$ cat src/hdl/sacs_regs.vh
// constants of the conversion sequencer
`ifndef SACS_REGS_VH
`define SACS_REGS_VH

`define SACS_MODE_NOCAL_BIT   3
`define SACS_MODE_NOPD_BIT    2
`define SACS_MODE_RES_MSB     1
`define SACS_MODE_RES_LSB     0

`define SACS_RES_10BIT        2'h0
`define SACS_RES_12BIT        2'h1
`define SACS_RES_8BIT         2'h2
`define SACS_RES_UNUSED       2'h3

`define SACS_BITS_8           4'h8
`define SACS_BITS_10          4'ha
`define SACS_BITS_12          4'hc

`define SACS_SAMPLE_BASE      9'h002
`define SACS_POSTCAL_TICKS    9'h002
`define SACS_DIV_FACTOR_LOG2  2
`define SACS_CAL_TICKS        3840

`define SACS_ST_IDLE          3'h0
`define SACS_ST_SAMPLE        3'h1
`define SACS_ST_DISTRIB       3'h2
`define SACS_ST_POSTCAL       3'h3

`endif

$ cat src/hdl/sacs_clkdiv.v
// conversion clock divider: period of 4 x (1 + divide value) system clocks
`timescale 1ns/10ps
`include "sacs_regs.vh"

module sacs_clkdiv #(
    parameter DIV_W = 8
) (
    input  wire             sys_clk,
    input  wire             sys_rst,
    input  wire             restart,
    input  wire [DIV_W-1:0] divide_value,
    output wire             tick,
    output reg              clk_q
);
    localparam CW = DIV_W + `SACS_DIV_FACTOR_LOG2;

    reg  [CW-1:0] cnt_q;
    wire [CW-1:0] last_w;

    assign last_w = {divide_value, {`SACS_DIV_FACTOR_LOG2{1'b1}}};
    assign tick   = (cnt_q == last_w) & ~restart;

    always @(posedge sys_clk) begin
        if (sys_rst) begin
            cnt_q <= {CW{1'b0}};
            clk_q <= 1'b0;
        end else if (restart || cnt_q >= last_w) begin
            // a divide value lowered mid-period wraps at once
            cnt_q <= {CW{1'b0}};
            clk_q <= 1'b1;
        end else begin
            cnt_q <= cnt_q + {{(CW-1){1'b0}}, 1'b1};
            clk_q <= (cnt_q < {1'b0, last_w[CW-1:1]});
        end
    end
endmodule // sacs_clkdiv

$ cat src/hdl/sacs_sar.v
// successive-approximation register, one bit decided per step
`timescale 1ns/10ps

module sacs_sar #(
    parameter W = 12
) (
    input  wire         sys_clk,
    input  wire         sys_rst,
    input  wire         load,
    input  wire         step,
    input  wire [3:0]   nbits,
    input  wire         cmp_above,
    output reg  [W-1:0] code_q,
    output reg  [W-1:0] code_next
);
    reg [W-1:0] mask_q;
    reg [W-1:0] mask_d;
    reg [W-1:0] kept;

    always @* begin
        kept      = cmp_above ? code_q : (code_q & ~mask_q);
        mask_d    = mask_q >> 1;
        code_next = code_q;
        if (load) begin
            mask_d    = {{(W-1){1'b0}}, 1'b1} << (nbits - 4'h1);
            code_next = mask_d;
        end else if (step) begin
            code_next = kept | mask_d;
        end else begin
            mask_d = mask_q;
        end
    end

    always @(posedge sys_clk) begin
        if (sys_rst) begin
            code_q <= {W{1'b0}};
            mask_q <= {W{1'b0}};
        end else begin
            code_q <= code_next;
            mask_q <= mask_d;
        end
    end
endmodule // sacs_sar

$ cat src/hdl/sacs_seq.v
// conversion sequencer: sample, distribution, optional post-calibration
//
// What this block does
// - post-calibration adds exactly two conversion clocks after distribution, else none
// - busy stays high through the whole post-calibration phase
// - without post-calibration busy falls right at distribution end
// - result-valid rises with busy falling, result already on outputs
// - result-valid holds high until the next conversion start
// - mode bit 3 decides whether post-calibration runs
// - conversion time is start sync, sample, distribution and post-cal
// - a start during power-up calibration is taken and carried out
// - a start mid-conversion drops it and begins anew two edges later, after the start sync
// - restarts never change the 3840-cycle power-up calibration
// - conversion clock period is 4 x (1 + divide value) system clocks
// - distribution lasts one conversion clock per resolution bit
// - power-down after conversion does not slow conversions
// - mode bit 3 low enables post-calibration, high skips it
// - sample phase start raises busy and the sampling flag
// - distribution start drops sampling while busy stays high
// - sample phase lasts 2 plus sample-time value conversion clocks
`timescale 1ns/10ps
`include "sacs_regs.vh"

module sacs_seq #(
    parameter DIV_W     = 8,
    parameter STC_W     = 8,
    parameter RES_W     = 12,
    parameter TIME_W    = 20,
    parameter CAL_TICKS = `SACS_CAL_TICKS
) (
    input  wire              sys_clk,
    input  wire              sys_rst,
    input  wire              conversion_start,
    input  wire [DIV_W-1:0]  clock_divide_value,
    input  wire [STC_W-1:0]  sample_time_value,
    input  wire [3:0]        mode,
    input  wire              comparator_above,
    output reg               busy_q,
    output reg               sample_q,
    output reg               result_valid_q,
    output reg  [RES_W-1:0]  result_q,
    output reg               calibrating_q,
    output reg               power_down_q,
    output reg  [TIME_W-1:0] conv_cycles_q,
    output wire [RES_W-1:0]  trial_code_q,
    output wire              conversion_clock
);
    reg  [2:0]        state_q;
    reg               start_q;
    reg  [STC_W:0]    left_q;
    reg  [3:0]        mode_q;
    reg  [DIV_W-1:0]  div_q;
    reg  [3:0]        nbits_q;
    reg  [TIME_W-1:0] run_cnt_q;
    reg  [11:0]       cal_cnt_q;
    reg  [3:0]        nbits_d;

    localparam [11:0] CAL_LAST = CAL_TICKS - 1;

    wire              tick;
    wire              cal_tick;
    wire              sar_load;
    wire              sar_step;
    wire              last_tick;
    wire              post_on;
    wire [RES_W-1:0]  code_q;
    wire [RES_W-1:0]  code_next;

    // resolution from mode bits 1:0; the unused code falls back to 10 bits
    always @* begin
        case (mode[`SACS_MODE_RES_MSB:`SACS_MODE_RES_LSB])
            `SACS_RES_12BIT: nbits_d = `SACS_BITS_12;
            `SACS_RES_8BIT:  nbits_d = `SACS_BITS_8;
            default:         nbits_d = `SACS_BITS_10;
        endcase
    end

    assign post_on   = ~mode_q[`SACS_MODE_NOCAL_BIT];
    assign last_tick = tick & (left_q == {(STC_W+1){1'b0}});
    assign sar_load  = (state_q == `SACS_ST_SAMPLE) & last_tick & ~start_q;
    assign sar_step  = (state_q == `SACS_ST_DISTRIB) & tick & ~start_q;
    assign trial_code_q = code_q;

    sacs_clkdiv #(
        .DIV_W        (DIV_W)
    ) u_conv_div (
        .sys_clk      (sys_clk),
        .sys_rst      (sys_rst),
        .restart      (start_q),
        .divide_value (div_q),
        .tick         (tick),
        .clk_q        (conversion_clock)
    );

    sacs_clkdiv #(
        .DIV_W        (DIV_W)
    ) u_cal_div (
        .sys_clk      (sys_clk),
        .sys_rst      (sys_rst),
        .restart      (1'b0),
        .divide_value (clock_divide_value),
        .tick         (cal_tick),
        .clk_q        ()
    );

    sacs_sar #(
        .W            (RES_W)
    ) u_sar (
        .sys_clk      (sys_clk),
        .sys_rst      (sys_rst),
        .load         (sar_load),
        .step         (sar_step),
        .nbits        (nbits_q),
        .cmp_above    (comparator_above),
        .code_q       (code_q),
        .code_next    (code_next)
    );

    always @(posedge sys_clk) begin
        if (sys_rst) begin
            start_q <= 1'b0;
        end else begin
            start_q <= conversion_start;
        end
    end

    always @(posedge sys_clk) begin
        if (sys_rst) begin
            cal_cnt_q     <= 12'h000;
            calibrating_q <= 1'b1;
        end else if (calibrating_q && cal_tick) begin
            cal_cnt_q <= cal_cnt_q + 12'h001;
            if (cal_cnt_q == CAL_LAST) begin
                calibrating_q <= 1'b0;
            end
        end
    end

    // settings are latched at start so mid-conversion changes do no harm
    always @(posedge sys_clk) begin
        if (sys_rst) begin
            mode_q  <= 4'h0;
            div_q   <= {DIV_W{1'b0}};
            nbits_q <= `SACS_BITS_10;
        end else if (start_q) begin
            mode_q  <= mode;
            div_q   <= clock_divide_value;
            nbits_q <= nbits_d;
        end
    end

    always @(posedge sys_clk) begin
        if (sys_rst) begin
            run_cnt_q     <= {TIME_W{1'b0}};
            conv_cycles_q <= {TIME_W{1'b0}};
        end else if (start_q) begin
            run_cnt_q <= {{(TIME_W-2){1'b0}}, 2'h2};
        end else begin
            if (busy_q) begin
                run_cnt_q <= run_cnt_q + {{(TIME_W-1){1'b0}}, 1'b1};
            end
            // busy and state fall together, so capture once valid stands
            if (result_valid_q) begin
                conv_cycles_q <= run_cnt_q;
            end
        end
    end

    // main phase sequencer
    always @(posedge sys_clk) begin
        if (sys_rst) begin
            state_q        <= `SACS_ST_IDLE;
            left_q         <= {(STC_W+1){1'b0}};
            busy_q         <= 1'b0;
            sample_q       <= 1'b0;
            result_valid_q <= 1'b0;
            result_q       <= {RES_W{1'b0}};
        end else if (start_q) begin
            state_q        <= `SACS_ST_SAMPLE;
            left_q         <= {1'b0, sample_time_value} + `SACS_SAMPLE_BASE - 9'h001;
            busy_q         <= 1'b1;
            sample_q       <= 1'b1;
            result_valid_q <= 1'b0;
        end else begin
            case (state_q)
                `SACS_ST_SAMPLE: begin
                    if (last_tick) begin
                        state_q  <= `SACS_ST_DISTRIB;
                        sample_q <= 1'b0;
                        left_q   <= {{(STC_W-3){1'b0}}, nbits_q} - 9'h001;
                    end else if (tick) begin
                        left_q <= left_q - 9'h001;
                    end
                end
                `SACS_ST_DISTRIB: begin
                    if (last_tick) begin
                        if (post_on) begin
                            state_q <= `SACS_ST_POSTCAL;
                            left_q  <= `SACS_POSTCAL_TICKS - 9'h001;
                        end else begin
                            state_q        <= `SACS_ST_IDLE;
                            busy_q         <= 1'b0;
                            result_valid_q <= 1'b1;
                            result_q       <= code_next;
                        end
                    end else if (tick) begin
                        left_q <= left_q - 9'h001;
                    end
                end
                `SACS_ST_POSTCAL: begin
                    if (last_tick) begin
                        state_q        <= `SACS_ST_IDLE;
                        busy_q         <= 1'b0;
                        result_valid_q <= 1'b1;
                        result_q       <= code_q;
                    end else if (tick) begin
                        left_q <= left_q - 9'h001;
                    end
                end
                default: begin
                    state_q <= `SACS_ST_IDLE;
                end
            endcase
        end
    end

    always @(posedge sys_clk) begin
        if (sys_rst) begin
            power_down_q <= 1'b0;
        end else begin
            power_down_q <= ~busy_q & ~start_q & ~conversion_start
                            & ~mode_q[`SACS_MODE_NOPD_BIT] & result_valid_q;
        end
    end
endmodule // sacs_seq

$ cat config.mk
export PLATFORM = sky130hd
export DESIGN_NAME = sacs_seq
export DESIGN_NICKNAME = d
export VERILOG_FILES = /design/src/hdl/sacs_clkdiv.v /design/src/hdl/sacs_sar.v /design/src/hdl/sacs_seq.v
export VERILOG_INCLUDE_DIRS = /design/src /design/src/hdl
export SDC_FILE = /design/constraint.sdc
export NUM_CORES = 1
export LEC_CHECK = 0
export BUFFER_PORTS_ARGS = -buffer_cell sky130_fd_sc_hd__buf_2
export CORE_ASPECT_RATIO = 0.6
export CORE_MARGIN = 8
export CORE_UTILIZATION = 47
export CTS_BUF_LIST = sky130_fd_sc_hd__clkbuf_16
export DETAILED_ROUTE_END_ITERATION = 8
export GPL_TIMING_DRIVEN = 0
export PLACE_DENSITY = 0.66
export SYNTH_ARGS = -nofsm -noshare
export SYNTH_HDL_FRONTEND = slang
export SYNTH_SLANG_ARGS = --single-unit
$ cat constraint.sdc
create_clock -name sys_clk -period 5.3 [get_ports sys_clk]
set_input_delay 0.795 -clock sys_clk [delete_from_list [all_inputs] [get_ports sys_clk]]
set_output_delay 0.795 -clock sys_clk [all_outputs]
set_load 0.02 [all_outputs]
* After elaboration in Yosys (flattened, before gate mapping)
Cells that the tools add are included.
** Storage, ports and cells
- Output and inout port bits :: 50
- Input bits :: 24
- Bits in registers :: 143
- Word-level logic and storage cells :: 129
** Operators by class
- Mux-type cells :: 37
- $lt $le $gt $ge :: 3
- $add $sub $neg :: 9
- Equality and inequality tests :: 18
- Reductions and logical operators :: 22
- Bitwise gates (word level) :: 17
- Shift-type cells :: 1
** Operators with widths (number)
- $mux 12 :: 8
- $mux 9 :: 6
- $pmux 9 s3 :: 1
- $pmux 12 s2 :: 1
- $add 10x1->10 const B :: 2
- $add 20x1->20 const B :: 1
- $eq 10x10->1 :: 2
- $ge 10x10->1 :: 2
- $sub 9x1->9 const B :: 2
- $ne 3x3->1 const B :: 5
- $add 12x1->12 const B :: 1
- $and 12x12->12 :: 1
- $eq 12x12->1 const B :: 1
- $not 12->12 :: 1
- $or 12x11->12 :: 1
- $shl 1x4->12 const A :: 1
- $mux 1 :: 11
- $and 1x1->1 :: 10
- $lt 10x9->1 :: 1
- $reduce_bool 2->1 :: 5
- $add 8x2->9 const B :: 1
- $logic_not 9->1 :: 1
- $mux 3 :: 3
- $pmux 3 s3 :: 1
- other kinds (21) :: 38

* Depth between registers and ports, before layout
- Depth in word-level cells :: 9
- Mapped depth :: 10
- Depth with buffers taken out :: 7

* Cells and area by module
A second synthesis with hierarchy kept.
** Second synthesis, totals
- Cells, all modules :: 814
- Area total of the unflattened synthesis :: 7043.0 um^2
** Modules (own cells, without submodules)
- sacs_seq :: cells an instance 490, area each 4206.5 um^2, times used 1, seq. area each 1861.8 um^2
- sacs_clkdiv :: cells an instance 92, area each 807.0 um^2, times used 2, seq. area each 220.2 um^2
- sacs_sar :: cells an instance 140, area each 1222.4 um^2, times used 1, seq. area each 480.5 um^2

* Least setup slack after synthesis
Ideal clock, no wire load.
- Path kind :: input to register
- Start point :: input port clock_divide_value[1]
- End point :: register u_cal_div.cnt_q[2]
- Arrival :: 2.369 ns
- Setup time :: 0.065 ns
- Path slack :: 2.866 ns
- Data required time :: 5.235 ns
- Path buffers :: 1
- Cell stages on the path :: 8
- Path through :: inv_1 > ha_1 > a21o_1 > a21o_1 > a221o_1 > a2111o_1 > clkbuf_1 > nor2_1
** Between the ends
- Longest elaborated chain between the ends :: 2
** RTL lines
- start, declared :: RTL line sacs_seq.v:34 : input wire [DIV_W-1:0] clock_divide_value,
- $ge 10x10->1 :: RTL line sacs_clkdiv.v:27 : end else if (restart || cnt_q >= last_w) begin
- $reduce_or 2->1 (no source line)
- end signal, assigned :: RTL line sacs_clkdiv.v:25 : cnt_q <= {CW{1'b0}};
- end signal, assigned :: RTL line sacs_clkdiv.v:29 : cnt_q <= {CW{1'b0}};
- end signal, assigned :: RTL line sacs_clkdiv.v:32 : cnt_q <= cnt_q + {{(CW-1){1'b0}}, 1'b1};
- end, declared :: RTL line sacs_clkdiv.v:17 : reg [CW-1:0] cnt_q;
Every way passes these cells.
A chain may end at the register's enable or synchronous reset.

* Final worst setup path
- Start point :: register div_q[5]
- End point :: register result_q[3]
** Between the ends
- Longest elaborated chain between the ends :: 9
- Elaborated cells on any way between the ends :: 15
- Classes of those cells :: 3 x eq/ne; 5 x mux; 6 x bitwise; 1 x reduce/logical
** RTL lines
- start, declared :: RTL line sacs_seq.v:52 : reg [DIV_W-1:0] div_q;
- start signal, assigned :: RTL line sacs_seq.v:143 : div_q <= {DIV_W{1'b0}};
- start signal, assigned :: RTL line sacs_seq.v:147 : div_q <= clock_divide_value;
- $eq 10x10->1 * :: RTL line sacs_clkdiv.v:21 : assign tick = (cnt_q == last_w) & ~restart;
- $and 1x1->1 * :: RTL line sacs_clkdiv.v:21
- $and 1x1->1, on equally long branches :: RTL line sacs_seq.v:81, sacs_seq.v:79
- $and 1x1->1, on equally long branches :: RTL line sacs_seq.v:81, sacs_seq.v:80
- $mux 12 / $and 1x1->1 (equally long branches) :: RTL line sacs_sar.v:27, sacs_seq.v:80
- $mux 12 :: RTL line sacs_sar.v:24 : if (load) begin
- $mux 12 :: RTL line sacs_seq.v:197 : if (post_on) begin
- $mux 12 :: RTL line sacs_seq.v:196 : if (last_tick) begin
- $pmux 12 s2 :: RTL line sacs_seq.v:185 : case (state_q)
- end signal, assigned :: RTL line sacs_seq.v:177 : result_q <= {RES_W{1'b0}};
- end signal, assigned :: RTL line sacs_seq.v:204 : result_q <= code_next;
- end signal, assigned :: RTL line sacs_seq.v:215 : result_q <= code_q;
- end, declared :: RTL line sacs_seq.v:41 : output reg [RES_W-1:0] result_q,
Every way passes the cells marked *; elsewhere a longest branch is shown, timed or not. The select of a mux whose other input is x is not followed.

==> run metrics <==
status=completed; CTS buffer count=17; Worst Hold Endpoint=conv_cycles_q[16]$_SDFFE_PP0P_; DRT Wirelength=18.8 mm; Worst Path Required=5.58 ns; number of global-route vias before repair=5617; routed vias/inst=5.43; post-CTS sizing=0; RR Startpoint=div_q[5]$_SDFFE_PP0P_; core box area=14500 µm²; Remaining DRCs=0; RSZ-0062 raised after global routing=false; initial core utilization=47.9%; Final Slew Violations=0; Final #Nets=977; final setup vio count=0; drt wl/cell=16.7 µm; setup TNS=0 ns; sequential area share after synthesis=39.8%; Compound-Gate Fraction of Synth Area=15.8%; CP startpoint=div_q[5]$_SDFFE_PP0P_; height of the die=110 µm; Clock Skews=0.00674 ns; Seq pwr share=43.1%; share of layout cells above drive strength 1=13.7%; # rows=34; largest family of logic cells by synthesized area=simple AND/OR/NAND/NOR gates; commonest register cell after synthesis=dfxtp_1; post-synthesis mux area share=2.16%; Clock Latency Late Sink=0.42 ns; Synth Area in Simple Gates=23.6%; normalized max-slew margin=39.8%; post-synth cell types=59; Post-Synthesis Cells=822; Reg clk slew, reported paths=0.07 ns; internal power=1.83 mW; H-tree levels=4; maximum number of pins on one net before global-route repair=17; Diodes inserted=0; most frequent cells after synthesis=dfxtp_1 (138), nand2_1 (117), nor2_1 (83); Worst Hold Class=flip-flop to flip-flop; top cells by area, synth=dfxtp_1 (40%), ha_1 (7.2%), nand2_1 (6.3%), nor2_1 (4.5%), a21oi_1 (4.4%); CP startpoint kind=flip-flop; CTS root buffer=clkbuf_16; Lkg Pwr=3.21 nW; Peak Freq=344 MHz; routing usage on met2=28.2%; first-pass GRT wire length=30.6 mm; mapped cell area=6940 µm²; grt peak-use layer=met1; max_cap viols=0; pwr/cell area=305 nW/µm²; switching pwr=0.654 mW; Hold Slack=0.451 ns; most frequent cell after synthesis=dfxtp_1; power share of the clock group=49.4%; met3 usage=5.34%; Port Buffers=72; final global-route overflow total=0; FF+latch count, synth=138; die area=19000 µm²; Hold Startpoint=conv_cycles_q[16]$_SDFFE_PP0P_; cts hold-fix bufs=0; synthesized area per cell=8.44 µm²; Syn-to-layout area delta=17.4%; CTS tree=built; Yosys top cell by area=dfxtp_1; Comb power frac=7.5%; EDFF count, synth=0; Post-DRT Antenna Nets=0; met1 Usage GRT=29.3%; Synth Net Count=886; Iteration-0 DRC Markers=656; IO Pins=74; routability-driven placement congestion ratio=0.894; die width=173 µm; Hold Path Depth=2; initial antenna violation count=0; post-synthesis xor/xnor area fraction=6.44%; Vias=6108; Worst R2R Path Depth=10; dpl hpwl=13.9 mm; Worst Path Arrival=3.19 ns; clock sinks=138; final hold violation count=0; Critical Path End Type=flip-flop; Total GRT Usage=19.9%; peak supply drop=0.207 mV; CTS max path bufs=2; CP Max Fanout=10; reg-to-reg endpoint=result_q[3]$_SDFFE_PP0P_; CP Class=flip-flop to flip-flop; R2R setup slack=2.40 ns; Syn. warnings=0; postcts setup bufs=0; Sw Ratio=26.3%; ys async rst share=0%; Least-Margin Pin Slew=0.903 ns; Final period util=54.8%; DR pass1 iterations=5; final worst path period need=2.90 ns; adder and majority gate portion of the synthesized area=7.22%; share of the synthesized area in the top cell type=39.8%
power by group through the flow:
stage / registers, mW / clock network (mW) / logic (mW)
after detailed placement: 1.09 / 0 / 0.181
final: 1.07 / 1.23 / 0.187
after global placement: 1.09 / 0 / 0.181
after global routing: 1.07 / 1.29 / 0.206
after CTS: 1.07 / 1.24 / 0.184
after floorplan: 1.09 / 0 / 0.122
critical path, cell delays in order (launching register included):
cell and delay (ns):
dfxtp_1 0.35, inv_1 0.07, ha_1 0.33, and4_1 0.19, clkbuf_1 0.30, and4_1 0.26
clkbuf_1 0.35, buf_2 0.32, a21boi_0 0.15, o31ai_1 0.31, a31oi_1 0.14
cell type report:
class                   count  area [µm²]
fillers                  1370        6320
multi-input cells         602        3820
flip-flops and latches    138        2760
clock buffers              17         425
repair buffers             72         360
well taps                 198         248
plain buffers              45         209
clock inverters            15         175
inverters                  37         139
sequential cells by signal, indices dropped and copies added, names as in the netlist:
name              count
conv_cycles_q        20
run_cnt_q            20
cal_cnt_q            12
result_q             12
u_sar.code_q         12
u_sar.mask_q         12
u_cal_div.cnt_q      10
u_conv_div.cnt_q     10
left_q                9
div_q                 8
mode_q                2
nbits_q               2
state_q               2
busy_q                1
calibrating_q         1
power_down_q          1
result_valid_q        1
sample_q              1
start_q               1
u_conv_div.clk_q      1
per-stage QoR:
| stage | instances | instance area (µm²) | setup slack (ns) | power (mW) | util (%) |
|---|---|---|---|---|---|
| 6_report | 1124 | 8140 | 2.40 | 2.48 | 56.3 |
| 5_1_grt | 1124 | 8140 | 2.27 | 2.56 | 56.3 |
| 4_1_cts | 1124 | 8140 | 2.49 | 2.49 | 56.3 |
| 3_5_place_dp | 1092 | 7540 | 2.53 | 1.27 | 52.2 |
| 3_3_place_gp | 1092 | 7540 | 2.51 | 1.27 | 52.2 |
| 2_1_floorplan | 822 | 6940 | 2.87 | 1.21 | - |
cell usage in the layout, fill, tap and decap left out, types with 3 or more instances in the layout:
| master | Yosys | layout |
|---|---|---|
| a211oi_1 | 15 | 15 |
| a21boi_0 | 9 | 9 |
| a21o_1 | 10 | 10 |
| a21oi_1 | 61 | 61 |
| a311oi_2 | 6 | 6 |
| a31oi_1 | 11 | 11 |
| a41oi_1 | 7 | 7 |
| and2_1 | 10 | 10 |
| and3_1 | 15 | 15 |
| and4_1 | 14 | 14 |
| buf_2 | 5 | 77 |
| buf_4 | 3 | 3 |
| buf_6 | 3 | 3 |
| clkbuf_1 | 32 | 32 |
| clkbuf_16 | 0 | 17 |
| clkinvlp_4 | 0 | 3 |
| dfxtp_1 | 138 | 138 |
| ha_1 | 40 | 40 |
| inv_1 | 36 | 36 |
| inv_6 | 0 | 7 |
| mux2i_1 | 15 | 15 |
| nand2_1 | 117 | 117 |
| nand2b_1 | 4 | 4 |
| nand3_1 | 25 | 25 |
| nand4_1 | 16 | 16 |
| nor2_1 | 83 | 83 |
| nor2b_1 | 4 | 4 |
| nor3_1 | 15 | 15 |
| nor4_1 | 9 | 9 |
| o211ai_1 | 4 | 4 |
| o21a_1 | 3 | 3 |
| o21ai_0 | 16 | 16 |
| o31ai_1 | 3 | 3 |
| o32ai_1 | 5 | 5 |
| or3_1 | 6 | 6 |
| xnor2_1 | 24 | 24 |
| xor2_1 | 27 | 27 |
how the worst max path moves through the flow:
stage	cells after the start	slack (ns)	end
floorplan	8	2.87	u_cal_div.cnt_q[2]$_SDFF_PP0_
global placement	10	2.51	result_q[3]$_SDFFE_PP0P_
detailed placement	10	2.53	result_q[3]$_SDFFE_PP0P_
CTS	10	2.49	result_q[3]$_SDFFE_PP0P_
global route	8	2.27	u_sar.code_q[2]$_SDFF_PP0_
finish	10	2.40	result_q[3]$_SDFFE_PP0P_
kinds of logic after synthesis:
group	Yosys count
fa+ha+maj	40
compound gates	163
simple gates	333
buf+inv	82
xor+xnor	51
flops	138
mux	15
metal layers:
layer / wire length, µm / vias to the layer above / share of wire, %
met3: 1410 / 14 / 7.5
li1: - / 3079 / -
met5: 0 / - / 0
met1: 9920 / 2811 / 53
met2: 7280 / 204 / 39
met4: 145 / 0 / 0.77
No activity file was read; power rests on OpenSTA's default activity.
